$ cat src/design/fer_params.svh
// constants of the receive descramble and alignment front end
// assumes one recovered bit per clk_i cycle
`ifndef FER_PARAMS_SVH
`define FER_PARAMS_SVH
`define FER_CLK_MHZ     200
`define FER_HOLD_US     722
`define FER_IDLE_RUN    40
`define FER_IDLE_ONES   30
`define FER_LFSR_W      11
`define FER_TAP_HI      10
`define FER_TAP_LO      8
`define FER_GROUP_W     5
`define FER_SSD_W       10
`define FER_SSD_PAIR    10'h311
`define FER_IDLE_GROUP  5'h1f
`define FER_LAST_SLOT   3'h4
`endif

$ cat src/design/fer_pkg.sv
// types of the receive descramble and alignment front end
// constants live in fer_params.svh
package fer_pkg;
  // static configuration from the management side
  typedef struct packed {
    logic fiber_sel;
    logic loopback;
    logic bypass_nrzi;
    logic bypass_descr;
    logic bypass_align;
  } fer_cfg_t;

  // one aligned code-group
  typedef struct packed {
    logic       valid;
    logic       idle;
    logic [4:0] code;
  } fer_group_t;

  typedef enum logic [1:0] {
    FER_DSC_ACQ  = 2'b01,
    FER_DSC_LOCK = 2'b10
  } fer_dsc_state_t;

  typedef enum logic [1:0] {
    FER_ALN_HUNT = 2'b01,
    FER_ALN_SYNC = 2'b10
  } fer_aln_state_t;
endpackage : fer_pkg

$ cat src/design/fer_rx_front.sv
// 100 Mbit/s receive front end: source select, nrzi decode,
// descrambler with hold timer, code-group alignment
// assumes bits arrive from timing recovery logic on clk_i, one per cycle
//
// Notes on behaviour
// - one recovered bit processed per clock
// - source selectable: twisted pair or fibre input
// - nrzi to nrz, transition gives one
// - nrz stream carries no code-group boundary
// - lock after 40-bit idle burst, load lfsr
// - locked: xor each bit with lfsr output
// - lock starts 722 us hold countdown
// - 30 consecutive ones restart the countdown
// - countdown expiry drops lock, reacquire
// - aligner consumes unaligned descrambled stream
// - boundary found from 11000 then 10001
// - then group every five bits, fixed boundary
// - each coding function has a bypass
// - internal loopback of the 100M datapath
// - idle code-group is 11111, no data
`timescale 1ns/1ps
`default_nettype none
`include "fer_params.svh"

module fer_rx_front
  import fer_pkg::*;
#(
  parameter int HOLD_CYCLES = `FER_HOLD_US * `FER_CLK_MHZ
) (
  input  wire logic       clk_i,
  input  wire logic       reset_i,
  input  wire fer_cfg_t   cfg_i,
  input  wire logic       tp_bit_i,
  input  wire logic       fx_bit_i,
  input  wire logic       loop_bit_i,
  output logic            nrz_bit_o,
  output logic            descr_bit_o,
  output logic            locked_o,
  output logic            aligned_o,
  output fer_group_t      group_o
);

  localparam int HW = $clog2(HOLD_CYCLES + 1);
  localparam int RW = $clog2(`FER_IDLE_RUN + 1);
  localparam int OW = $clog2(`FER_IDLE_ONES + 1);

  // ==================================================================
  // source select and nrzi decode
  // ==================================================================
  logic line_bit;
  logic prev_line_reg;
  logic prev_line_next;
  logic nrz_bit_reg;
  logic nrz_bit_next;

  always_comb begin
    // loopback wins so the tx path can be checked with no cable
    if (cfg_i.loopback) begin
      line_bit = loop_bit_i;
    end else if (cfg_i.fiber_sel) begin
      line_bit = fx_bit_i;
    end else begin
      line_bit = tp_bit_i;
    end
    prev_line_next = line_bit;
    if (cfg_i.bypass_nrzi) begin
      nrz_bit_next = line_bit;
    end else begin
      nrz_bit_next = line_bit ^ prev_line_reg;
    end
  end

  always_ff @(posedge clk_i or posedge reset_i) begin
    if (reset_i) begin
      prev_line_reg <= 1'b0;
      nrz_bit_reg   <= 1'b0;
    end else begin
      prev_line_reg <= prev_line_next;
      nrz_bit_reg   <= nrz_bit_next;
    end
  end

  assign nrz_bit_o = nrz_bit_reg;

  nrzi_conv_a: assert property (@(posedge clk_i) disable iff (reset_i)
    !cfg_i.bypass_nrzi |=> nrz_bit_reg == $past(line_bit ^ prev_line_reg))
    else $error("nrz bit is not the transition of the line");

  source_sel_a: assert property (@(posedge clk_i) disable iff (reset_i)
    !cfg_i.loopback && cfg_i.fiber_sel |-> line_bit == fx_bit_i)
    else $error("fibre source not selected");

  // ==================================================================
  // descrambler and hold timer
  // ==================================================================
  // keystream k[n] = k[n-11] ^ k[n-9]; idle plaintext is all ones,
  // so during idle the inverted nrz bit is the keystream itself
  fer_dsc_state_t              dsc_reg;
  fer_dsc_state_t              dsc_next;
  logic [`FER_LFSR_W-1:0]      lfsr_reg;
  logic [`FER_LFSR_W-1:0]      lfsr_next;
  logic [RW-1:0]               run_reg;
  logic [RW-1:0]               run_next;
  logic [HW-1:0]               hold_reg;
  logic [HW-1:0]               hold_next;
  logic [OW-1:0]               ones_reg;
  logic [OW-1:0]               ones_next;
  logic                        descr_bit_reg;
  logic                        descr_bit_next;
  logic                        key_bit;
  logic                        guess_bit;
  logic                        plain_bit;
  logic                        lock_eff;

  function automatic logic lfsr_out(input logic [`FER_LFSR_W-1:0] s);
    lfsr_out = s[`FER_TAP_HI] ^ s[`FER_TAP_LO];
  endfunction : lfsr_out

  always_comb begin
    dsc_next  = dsc_reg;
    run_next  = run_reg;
    hold_next = hold_reg;
    ones_next = ones_reg;
    key_bit   = lfsr_out(lfsr_reg);
    guess_bit = ~nrz_bit_reg;
    plain_bit = nrz_bit_reg ^ key_bit;
    lfsr_next = {lfsr_reg[`FER_LFSR_W-2:0], key_bit};
    unique case (dsc_reg)
      FER_DSC_ACQ: begin
        // history of inverted bits; a run counts bits that the
        // recurrence predicted, which only holds during idle
        lfsr_next = {lfsr_reg[`FER_LFSR_W-2:0], guess_bit};
        ones_next = '0;
        hold_next = HW'(HOLD_CYCLES);
        if (guess_bit == key_bit) begin
          run_next = run_reg + RW'(1);
        end else begin
          run_next = '0;
        end
        if (guess_bit == key_bit && run_reg == RW'(`FER_IDLE_RUN - 1)) begin
          dsc_next  = FER_DSC_LOCK;
          run_next  = '0;
          hold_next = HW'(HOLD_CYCLES);
        end
      end
      FER_DSC_LOCK: begin
        if (plain_bit) begin
          ones_next = ones_reg + OW'(1);
        end else begin
          ones_next = '0;
        end
        if (plain_bit && ones_reg == OW'(`FER_IDLE_ONES - 1)) begin
          hold_next = HW'(HOLD_CYCLES);
          ones_next = '0;
        end else if (hold_reg == '0) begin
          dsc_next  = FER_DSC_ACQ;
          lfsr_next = '0;
          ones_next = '0;
          run_next  = '0;
        end else begin
          hold_next = hold_reg - HW'(1);
        end
      end
    endcase
    if (cfg_i.bypass_descr) begin
      descr_bit_next = nrz_bit_reg;
    end else if (dsc_reg == FER_DSC_LOCK) begin
      descr_bit_next = plain_bit;
    end else begin
      descr_bit_next = nrz_bit_reg;
    end
  end

  always_ff @(posedge clk_i or posedge reset_i) begin
    if (reset_i) begin
      dsc_reg       <= FER_DSC_ACQ;
      lfsr_reg      <= '0;
      run_reg       <= '0;
      hold_reg      <= '0;
      ones_reg      <= '0;
      descr_bit_reg <= 1'b0;
    end else begin
      dsc_reg       <= dsc_next;
      lfsr_reg      <= lfsr_next;
      run_reg       <= run_next;
      hold_reg      <= hold_next;
      ones_reg      <= ones_next;
      descr_bit_reg <= descr_bit_next;
    end
  end

  // with the descrambler bypassed the stream counts as in lock
  assign lock_eff    = cfg_i.bypass_descr || dsc_reg == FER_DSC_LOCK;
  assign locked_o    = dsc_reg == FER_DSC_LOCK;
  assign descr_bit_o = descr_bit_reg;

  lock_acq_a: assert property (@(posedge clk_i) disable iff (reset_i)
    dsc_reg == FER_DSC_ACQ ##1 dsc_reg == FER_DSC_LOCK
      |-> $past(run_reg) == RW'(`FER_IDLE_RUN - 1))
    else $error("lock taken without a full idle burst");

  descr_xor_a: assert property (@(posedge clk_i) disable iff (reset_i)
    dsc_reg == FER_DSC_LOCK && !cfg_i.bypass_descr
      |=> descr_bit_reg == $past(nrz_bit_reg ^ lfsr_out(lfsr_reg)))
    else $error("descrambled bit is not line xor keystream");

  lock_start_a: assert property (@(posedge clk_i) disable iff (reset_i)
    $rose(dsc_reg == FER_DSC_LOCK) |-> hold_reg == HW'(HOLD_CYCLES))
    else $error("hold timer not loaded at lock");

  hold_reload_a: assert property (@(posedge clk_i) disable iff (reset_i)
    dsc_reg == FER_DSC_LOCK && plain_bit && ones_reg == OW'(`FER_IDLE_ONES - 1)
      |=> hold_reg == HW'(HOLD_CYCLES) && ones_reg == '0 && dsc_reg == FER_DSC_LOCK)
    else $error("idle run did not restart the hold timer");

  hold_expire_a: assert property (@(posedge clk_i) disable iff (reset_i)
    dsc_reg == FER_DSC_LOCK && hold_reg == '0
      && !(plain_bit && ones_reg == OW'(`FER_IDLE_ONES - 1))
      |=> dsc_reg == FER_DSC_ACQ && run_reg == '0)
    else $error("lock held past hold timer expiry");

  // ==================================================================
  // code-group alignment
  // ==================================================================
  // nrz and descrambled streams carry no boundary until the j/k pair
  fer_aln_state_t           aln_reg;
  fer_aln_state_t           aln_next;
  logic [`FER_SSD_W-1:0]    win_reg;
  logic [`FER_SSD_W-1:0]    win_next;
  logic [2:0]               slot_reg;
  logic [2:0]               slot_next;
  fer_group_t               group_reg;
  fer_group_t               group_next;
  logic [`FER_SSD_W-1:0]    win_now;
  logic                     ssd_seen;

  always_comb begin
    aln_next   = aln_reg;
    slot_next  = slot_reg;
    group_next = '0;
    win_now    = {win_reg[`FER_SSD_W-2:0], descr_bit_reg};
    // pre-lock bits are still scrambled; keep them out of the search
    win_next   = lock_eff ? win_now : '0;
    ssd_seen   = win_now == `FER_SSD_PAIR;
    unique case (aln_reg)
      FER_ALN_HUNT: begin
        slot_next = '0;
        if (cfg_i.bypass_align) begin
          aln_next = FER_ALN_SYNC;
        end else if (lock_eff && ssd_seen) begin
          aln_next = FER_ALN_SYNC;
        end
      end
      FER_ALN_SYNC: begin
        if (slot_reg == `FER_LAST_SLOT) begin
          slot_next        = '0;
          group_next.valid = 1'b1;
          group_next.code  = win_now[`FER_GROUP_W-1:0];
          group_next.idle  = win_now[`FER_GROUP_W-1:0] == `FER_IDLE_GROUP;
        end else begin
          slot_next = slot_reg + 3'h1;
        end
        if (!lock_eff && !cfg_i.bypass_align) begin
          aln_next   = FER_ALN_HUNT;
          slot_next  = '0;
          group_next = '0;
        end
      end
    endcase
  end

  always_ff @(posedge clk_i or posedge reset_i) begin
    if (reset_i) begin
      aln_reg   <= FER_ALN_HUNT;
      win_reg   <= '0;
      slot_reg  <= '0;
      group_reg <= '0;
    end else begin
      aln_reg   <= aln_next;
      win_reg   <= win_next;
      slot_reg  <= slot_next;
      group_reg <= group_next;
    end
  end

  assign aligned_o = aln_reg == FER_ALN_SYNC;
  assign group_o   = group_reg;

  align_found_a: assert property (@(posedge clk_i) disable iff (reset_i)
    aln_reg == FER_ALN_HUNT && lock_eff && ssd_seen
      |=> aln_reg == FER_ALN_SYNC && slot_reg == 3'h0)
    else $error("delimiter pair did not set the boundary");

  group_space_a: assert property (@(posedge clk_i) disable iff (reset_i)
    group_reg.valid ##1 aln_reg == FER_ALN_SYNC [*4] |-> !group_reg.valid)
    else $error("code-groups closer than five bits");

  group_first_a: assert property (@(posedge clk_i) disable iff (reset_i)
    aln_reg == FER_ALN_HUNT ##1 (aln_reg == FER_ALN_SYNC && (lock_eff || cfg_i.bypass_align)) [*5]
      |=> group_reg.valid)
    else $error("first code-group not five bits after boundary");

  unlock_hunt_a: assert property (@(posedge clk_i) disable iff (reset_i)
    aln_reg == FER_ALN_SYNC && !lock_eff && !cfg_i.bypass_align
      |=> aln_reg == FER_ALN_HUNT && !group_reg.valid)
    else $error("boundary kept after loss of lock");

  idle_flag_a: assert property (@(posedge clk_i) disable iff (reset_i)
    group_reg.valid |-> group_reg.idle == (group_reg.code == `FER_IDLE_GROUP))
    else $error("idle flag wrong");

endmodule : fer_rx_front

`default_nettype wire

$ cat config.mk
export PLATFORM = sky130hd
export DESIGN_NAME = fer_rx_front
export DESIGN_NICKNAME = d
export VERILOG_FILES = /design/src/design/fer_pkg.sv /design/src/design/fer_rx_front.sv
export VERILOG_INCLUDE_DIRS = /design/src /design/src/design
export SDC_FILE = /design/constraint.sdc
export NUM_CORES = 1
export LEC_CHECK = 0
export BUFFER_PORTS_ARGS = -buffer_cell sky130_fd_sc_hd__buf_2
export CAP_MARGIN = 5
export CORE_MARGIN = 2
export CORE_UTILIZATION = 40
export CTS_BUF_LIST = sky130_fd_sc_hd__clkbuf_8
export DETAILED_ROUTE_END_ITERATION = 7
export GPL_TIMING_DRIVEN = 0
export PLACE_DENSITY = 0.57
export SLEW_MARGIN = 30
export SYNTH_ARGS = -nofsm -noshare
export SYNTH_HDL_FRONTEND = slang
export SYNTH_SLANG_ARGS = --single-unit
$ cat constraint.sdc
create_clock -name clk_i -period 2 [get_ports clk_i]
set_clock_uncertainty 0.1 [all_clocks]
set_input_delay 0.1 -clock clk_i [delete_from_list [all_inputs] [get_ports clk_i]]
set_output_delay 0.1 -clock clk_i [all_outputs]
set_load 0.02 [all_outputs]
# ---- Word-level counts from Yosys, hierarchy flattened
# Index checks and enable logic that the tools add are counted.
dict set report totals {
  reg_bits 66
  elab_cells 84
}
dict set report classes {
  add_sub_neg 4
  n_eq_ne 16
  n_reduce_logical 11
  bitwise 4
  muxes 35
}
# operator n
set op_table {}
lappend op_table {{2-to-1 mux 18 bit} 2}
lappend op_table {{case mux 18 bit (2 select lines)} 1}
lappend op_table {{2-to-1 mux 6 bit} 4}
lappend op_table {{2-to-1 mux 11 bit} 2}
lappend op_table {{case mux 11 bit (2 select lines)} 1}
lappend op_table {{2-to-1 mux 7 bit} 3}
lappend op_table {{logical NOT 18 bit} 1}
lappend op_table {{subtractor 18 x 1 -> 18 bit (second input constant)} 1}
lappend op_table {{2-to-1 mux 5 bit} 3}
lappend op_table {{2-to-1 mux 2 bit} 6}
lappend op_table {{case mux 6 bit (2 select lines)} 1}
lappend op_table {{equality test 10 bit (second input constant)} 1}
lappend op_table {{equality test 5 bit (second input constant)} 2}
lappend op_table {{case mux 5 bit (2 select lines)} 1}
lappend op_table {{2-to-1 mux 9 bit} 1}
lappend op_table {{case mux 2 bit (2 select lines)} 2}
lappend op_table {{adder 6 x 1 -> 6 bit (second input constant)} 1}
lappend op_table {{equality test 6 bit (second input constant)} 1}
lappend op_table {{2-to-1 mux 3 bit} 2}
lappend op_table {{!= test 3 bit (second input constant)} 2}
lappend op_table {{case mux 3 bit (2 select lines)} 1}
lappend op_table {{adder 5 x 1 -> 5 bit (second input constant)} 1}
lappend op_table {{2-to-1 mux 1 bit} 5}
lappend op_table {{equality test 2 x 1 -> 1 bit (second input constant)} 2}
lappend op_table {{13 further kinds} 23}

# ---- Longest topological paths before layout
dict set report logic_depth {
  depth_word 6
  depth_mapped 7
  mapped_depth_nobuf 6
}

# ---- Least setup slack after synthesis
# OpenSTA, ideal clock, no wires.
dict set report synth_path {
  kind {flip-flop to flip-flop}
  startpoint {register hold_reg[13]}
  endpoint {register run_reg[2]}
  path_slack_ns -0.043
  n_path_buf 0
  setup_time_ns 0.124
  t_arrival_ns 1.819
  stages_incl_launch_ff 5
  path_cell_list {dfrtp_1 > or4_4 > or2_1 > o31a_1 > a211o_1}
}
dict set report synth_between {
  elab_chain_len 3
}
# element line_no
set synth_rtl {}
lappend synth_rtl {{start, declared} fer_rx_front.sv:104} ;# logic [HW-1:0] hold_reg;
lappend synth_rtl {{start signal, assigned} fer_rx_front.sv:186} ;# hold_reg <= hold_next;
lappend synth_rtl {{logical NOT 18 bit} fer_rx_front.sv:155} ;# end else if (hold_reg == '0) begin
lappend synth_rtl {{!= test 2 x 1 -> 1 bit (no source line)} -}
lappend synth_rtl {{AND reduction 2 bit (no source line)} -}
lappend synth_rtl {{end signal, assigned} fer_rx_front.sv:185} ;# run_reg <= run_next;
lappend synth_rtl {{end, declared} fer_rx_front.sv:102} ;# logic [RW-1:0] run_reg;
# Every way passes these cells.
# A chain may end at the register's enable or synchronous reset.

# ---- Final worst setup path
dict set report layout_path {
  startpoint {register hold_reg[16]}
  endpoint {register run_reg[5]}
}
# Same word-level chain as after synthesis.

==> flow_summary.toml <==
[min_path]
worstHoldStart = "cfg_i[1]"
hp-class = "input port to flop"
whs_path_depth = 3
timing.hold.worst_endpoint = "win_reg[1]$_DFF_PP0_"

[floorplan]
die_h_um = 90.7
floorplan.rows = 31
die_x_um = 90.7
initial_core_util = 0.414
design.core.area_mm2 = 0.00725
boundaryPins = 21
floorplan.die_area_mm2 = 0.00822

[worst_setup_path]
setup.worst_path.start_class = "flop"
critical_path_buf_inv_count = 0
worstSetupEndpointType = "flop"
rr_endpoint = "run_reg[5]$_DFFE_PP0P_"
timing.critical_path.cells = "or4_4 -> or2_4 -> o31a_1 -> a211o_1"
timing.critical_path.max_delay_family = "simple AND/OR/NAND/NOR gates"
register_to_register_path_setup_slack_ps = -50
critical_path.slowest_cell = "sky130_fd_sc_hd__or4_4"
rr_worst_depth = 4
timing.critical_path.arrival_ps = 2170
critical-path-max-stage-delay_ps = 540
critPathKind = "flop to flop"
timing.rr.start = "hold_reg[16]$_DFFE_PP0P_"
cp_data_required_time_ps = 2120
path_max_fanout = 6

[finish]
most-common-layout-cells = "sky130_fd_sc_hd__dfrtp_1 (62), sky130_fd_sc_hd__buf_2 (21), sky130_fd_sc_hd__nor2_1 (17), sky130_fd_sc_hd__and2_1 (15), sky130_fd_sc_hd__nand2_1 (13)"
number_of_fillers_in_the_final_layout = 698
post_route_cell_area_mm2 = 0.00371
design.final.nets = 339
area.growth.synth_to_final_pct = 23.4
final_common_cell = "sky130_fd_sc_hd__dfrtp_1"
final_antenna_diode_count = 0
drive_above_1_share = 0.242
flip_flop_count_of_the_largest_register_all_copies_and_words_added = 18

[yosys]
synth_area_leaders = "sky130_fd_sc_hd__dfrtp_1 (53%), sky130_fd_sc_hd__and2_1 (3.1%), sky130_fd_sc_hd__ha_1 (2.9%)"
synth_flop_cell = "sky130_fd_sc_hd__dfrtp_1"
synthSimpleGateAreaFrac = 0.241
ys_async_sr_fraction = 1.00
area_fraction_in_compound_gates_after_synthesis = 0.106
synth_cells = 274
post_synth_num_cell_types = 50
postSynthNetCount = 291
post-synth-top-area-fraction = 0.533
synth_edf_count = 0
avgSynthCellArea_um2 = 11.0
synth_xor_area_frac = 0.0279
post_synth_mux_area_share = 0.0237
ys.warnings.count = 0
netlist.top_cell.by_area = "sky130_fd_sc_hd__dfrtp_1"
yosysSeqAreaShare = 0.550
yosys.area_share.adder = 0.0291
yosys_register_bits = 66
netlist_area_mm2 = 0.00301
synth_top_family_by_area = "simple AND/OR/NAND/NOR gates"

[sta]
tightest_slew_ps = 484
slew_viol_final = 0
final-setup-viol-count = 4
final_cycle_utilization_of_the_critical_path = 1.02
holdWs_ps = 39.4
maxSlewHeadroom = 0.678
finalWorstPathRequiredPeriod_ps = 2050
worst_slack_ps = -46.9
hold_viol_final = 0
max_freq_ghz = 0.489
grt_setup_unrepaired = "yes"

[power_and_ir_drop]
worst_ir_drop_on_vdd_uv = 393
total_power_w = 0.00344
power.density_cell_area_mw_per_mm2 = 928
power.static_leakage_nw = 1.69

[drt]
post-route-drc-count = 0
routedWlPerCell_um = 13.9
viasPerCell = 5.18
drt_pre_antenna_iters = 4
drt_first_iter_violations = 102
final_antenna_net_count = 0
detailroute.via_count = 2206
postRouteWirelength_um = 5930

[grt]
grt_start_max_net_pins = 39
first_global_vias = 2238
overflow = 0
grt_antenna_before_repair = 0
first_pass_grt_wire_length_um = 10200
grt_util_all_layers = 0.154

[clocking]
cts_tree = "yes"
max-clock-path-buffers = 2
cts_buffers = 9
numClockSinks = 66
clkSlewWorstSetupHoldPaths_ps = 70
clk_latency_ps = 330
ctsHtreeMaxLevel = 3
clk_root_buffer_cell = "sky130_fd_sc_hd__clkbuf_8"

[flow_run]
max_cap_violations = 0

[placement]
gp_routability_congestion = 0.799
detailed_place.area_mm2 = 0.00325
place.port_buffers = 20
hpwlAfterDp_um = 3900
pre_cts_ws_ps = -271

[status]
violations = "negative setup slack"
run_status = "finished with violations"
how the worst max path moves through the flow:
stage,cells after the start,slack [ps],to,startpoint
floorplan,4,-10,run_reg[2]$_DFFE_PP0P_,hold_reg[16]$_DFFE_PP0P_
global placement,2,-750,group_o[3]$_DFF_PP0_,reset_i
detailed placement,5,-270,hold_reg[4]$_DFFE_PP0P_,lfsr_reg[8]$_DFF_PP0_
CTS,4,-80,run_reg[0]$_DFFE_PP0P_,hold_reg[15]$_DFFE_PP0P_
global route,4,-110,run_reg[5]$_DFFE_PP0P_,hold_reg[16]$_DFFE_PP0P_
finish,4,-50,run_reg[5]$_DFFE_PP0P_,hold_reg[16]$_DFFE_PP0P_
worst register-to-register path: stages (launching register included):
cell and delay (ps):
sky130_fd_sc_hd__dfrtp_1 400, sky130_fd_sc_hd__or4_4 540, sky130_fd_sc_hd__or2_4 250, sky130_fd_sc_hd__o31a_1 330
sky130_fd_sc_hd__a211o_1 320
repair_timing:
item,CTS,global route
pin swaps,12,10
hold endpoints to repair,32,0
setup buffers,7,4
resized for setup,17,18
hold buffers,6,0
setup endpoints to repair,35,40
per-layer routing:
metal	part of all wire	track usage	routed length [um]
met5	0	0	0
met4	0.0091	0.0590	54
met3	0.030	0.0392	179
met2	0.48	0.248	2850
met1	0.48	0.199	2840
power breakdown:
group / switching (W) / internal [W] / leakage [nW]
combinational: 0.000324 / 0.000277 / 0.757
sequential: 0.000104 / 0.00150 / 0.815
clock: 0.000506 / 0.000727 / 0.113
synth_stat cells (4+ instances only):
cell type                   n
sky130_fd_sc_hd__a211o_1    5
sky130_fd_sc_hd__a21oi_1    9
sky130_fd_sc_hd__and2_1    15
sky130_fd_sc_hd__clkbuf_1   6
sky130_fd_sc_hd__dfrtp_1   64
sky130_fd_sc_hd__ha_1       7
sky130_fd_sc_hd__inv_1     11
sky130_fd_sc_hd__mux2i_1    6
sky130_fd_sc_hd__nand2_1   13
sky130_fd_sc_hd__nand2b_1  10
sky130_fd_sc_hd__nand3_1    8
sky130_fd_sc_hd__nor2_1    18
sky130_fd_sc_hd__nor2b_1    9
sky130_fd_sc_hd__nor3_1     6
sky130_fd_sc_hd__nor4b_1    4
sky130_fd_sc_hd__o21ai_0   11
sky130_fd_sc_hd__o31ai_1    7
sky130_fd_sc_hd__or3_1      4
sky130_fd_sc_hd__or4_1      7
sky130_fd_sc_hd__xnor2_1    4
cells by family after synthesis:
| logic type | Yosys count |
|---|---|
| XOR/XNOR | 8 |
| flip-flops | 66 |
| AO/OA/AOI/OAI | 48 |
| adder cells (fa/ha/maj) | 7 |
| buffers and inverters | 17 |
| AND/OR/NAND/NOR | 121 |
| multiplexers | 7 |
stage by stage:
step           instances   util  setup TNS [ps]
4_1_cts              422  0.500            -392
5_1_grt              426  0.511            -657
2_1_floorplan        274      -           -44.8
3_3_place_gp         393  0.445          -53550
6_report             426  0.511            -101
3_5_place_dp         394  0.448           -5390
cell type report:
| cell class | count | area [um^2] | share of cell area |
|---|---|---|---|
| multi-input combinational | 191 | 1380 | 0.371 |
| clock buffer | 10 | 138 | 0.0371 |
| buffer | 5 | 27.5 | 0.00742 |
| sequential | 66 | 1660 | 0.447 |
| clock inverter | 6 | 81.3 | 0.0219 |
| tap | 99 | 124 | 0.0334 |
| inverter | 11 | 43.8 | 0.0118 |
| timing repair buffer | 38 | 263 | 0.0708 |
(Power assumes the default switching activity.)
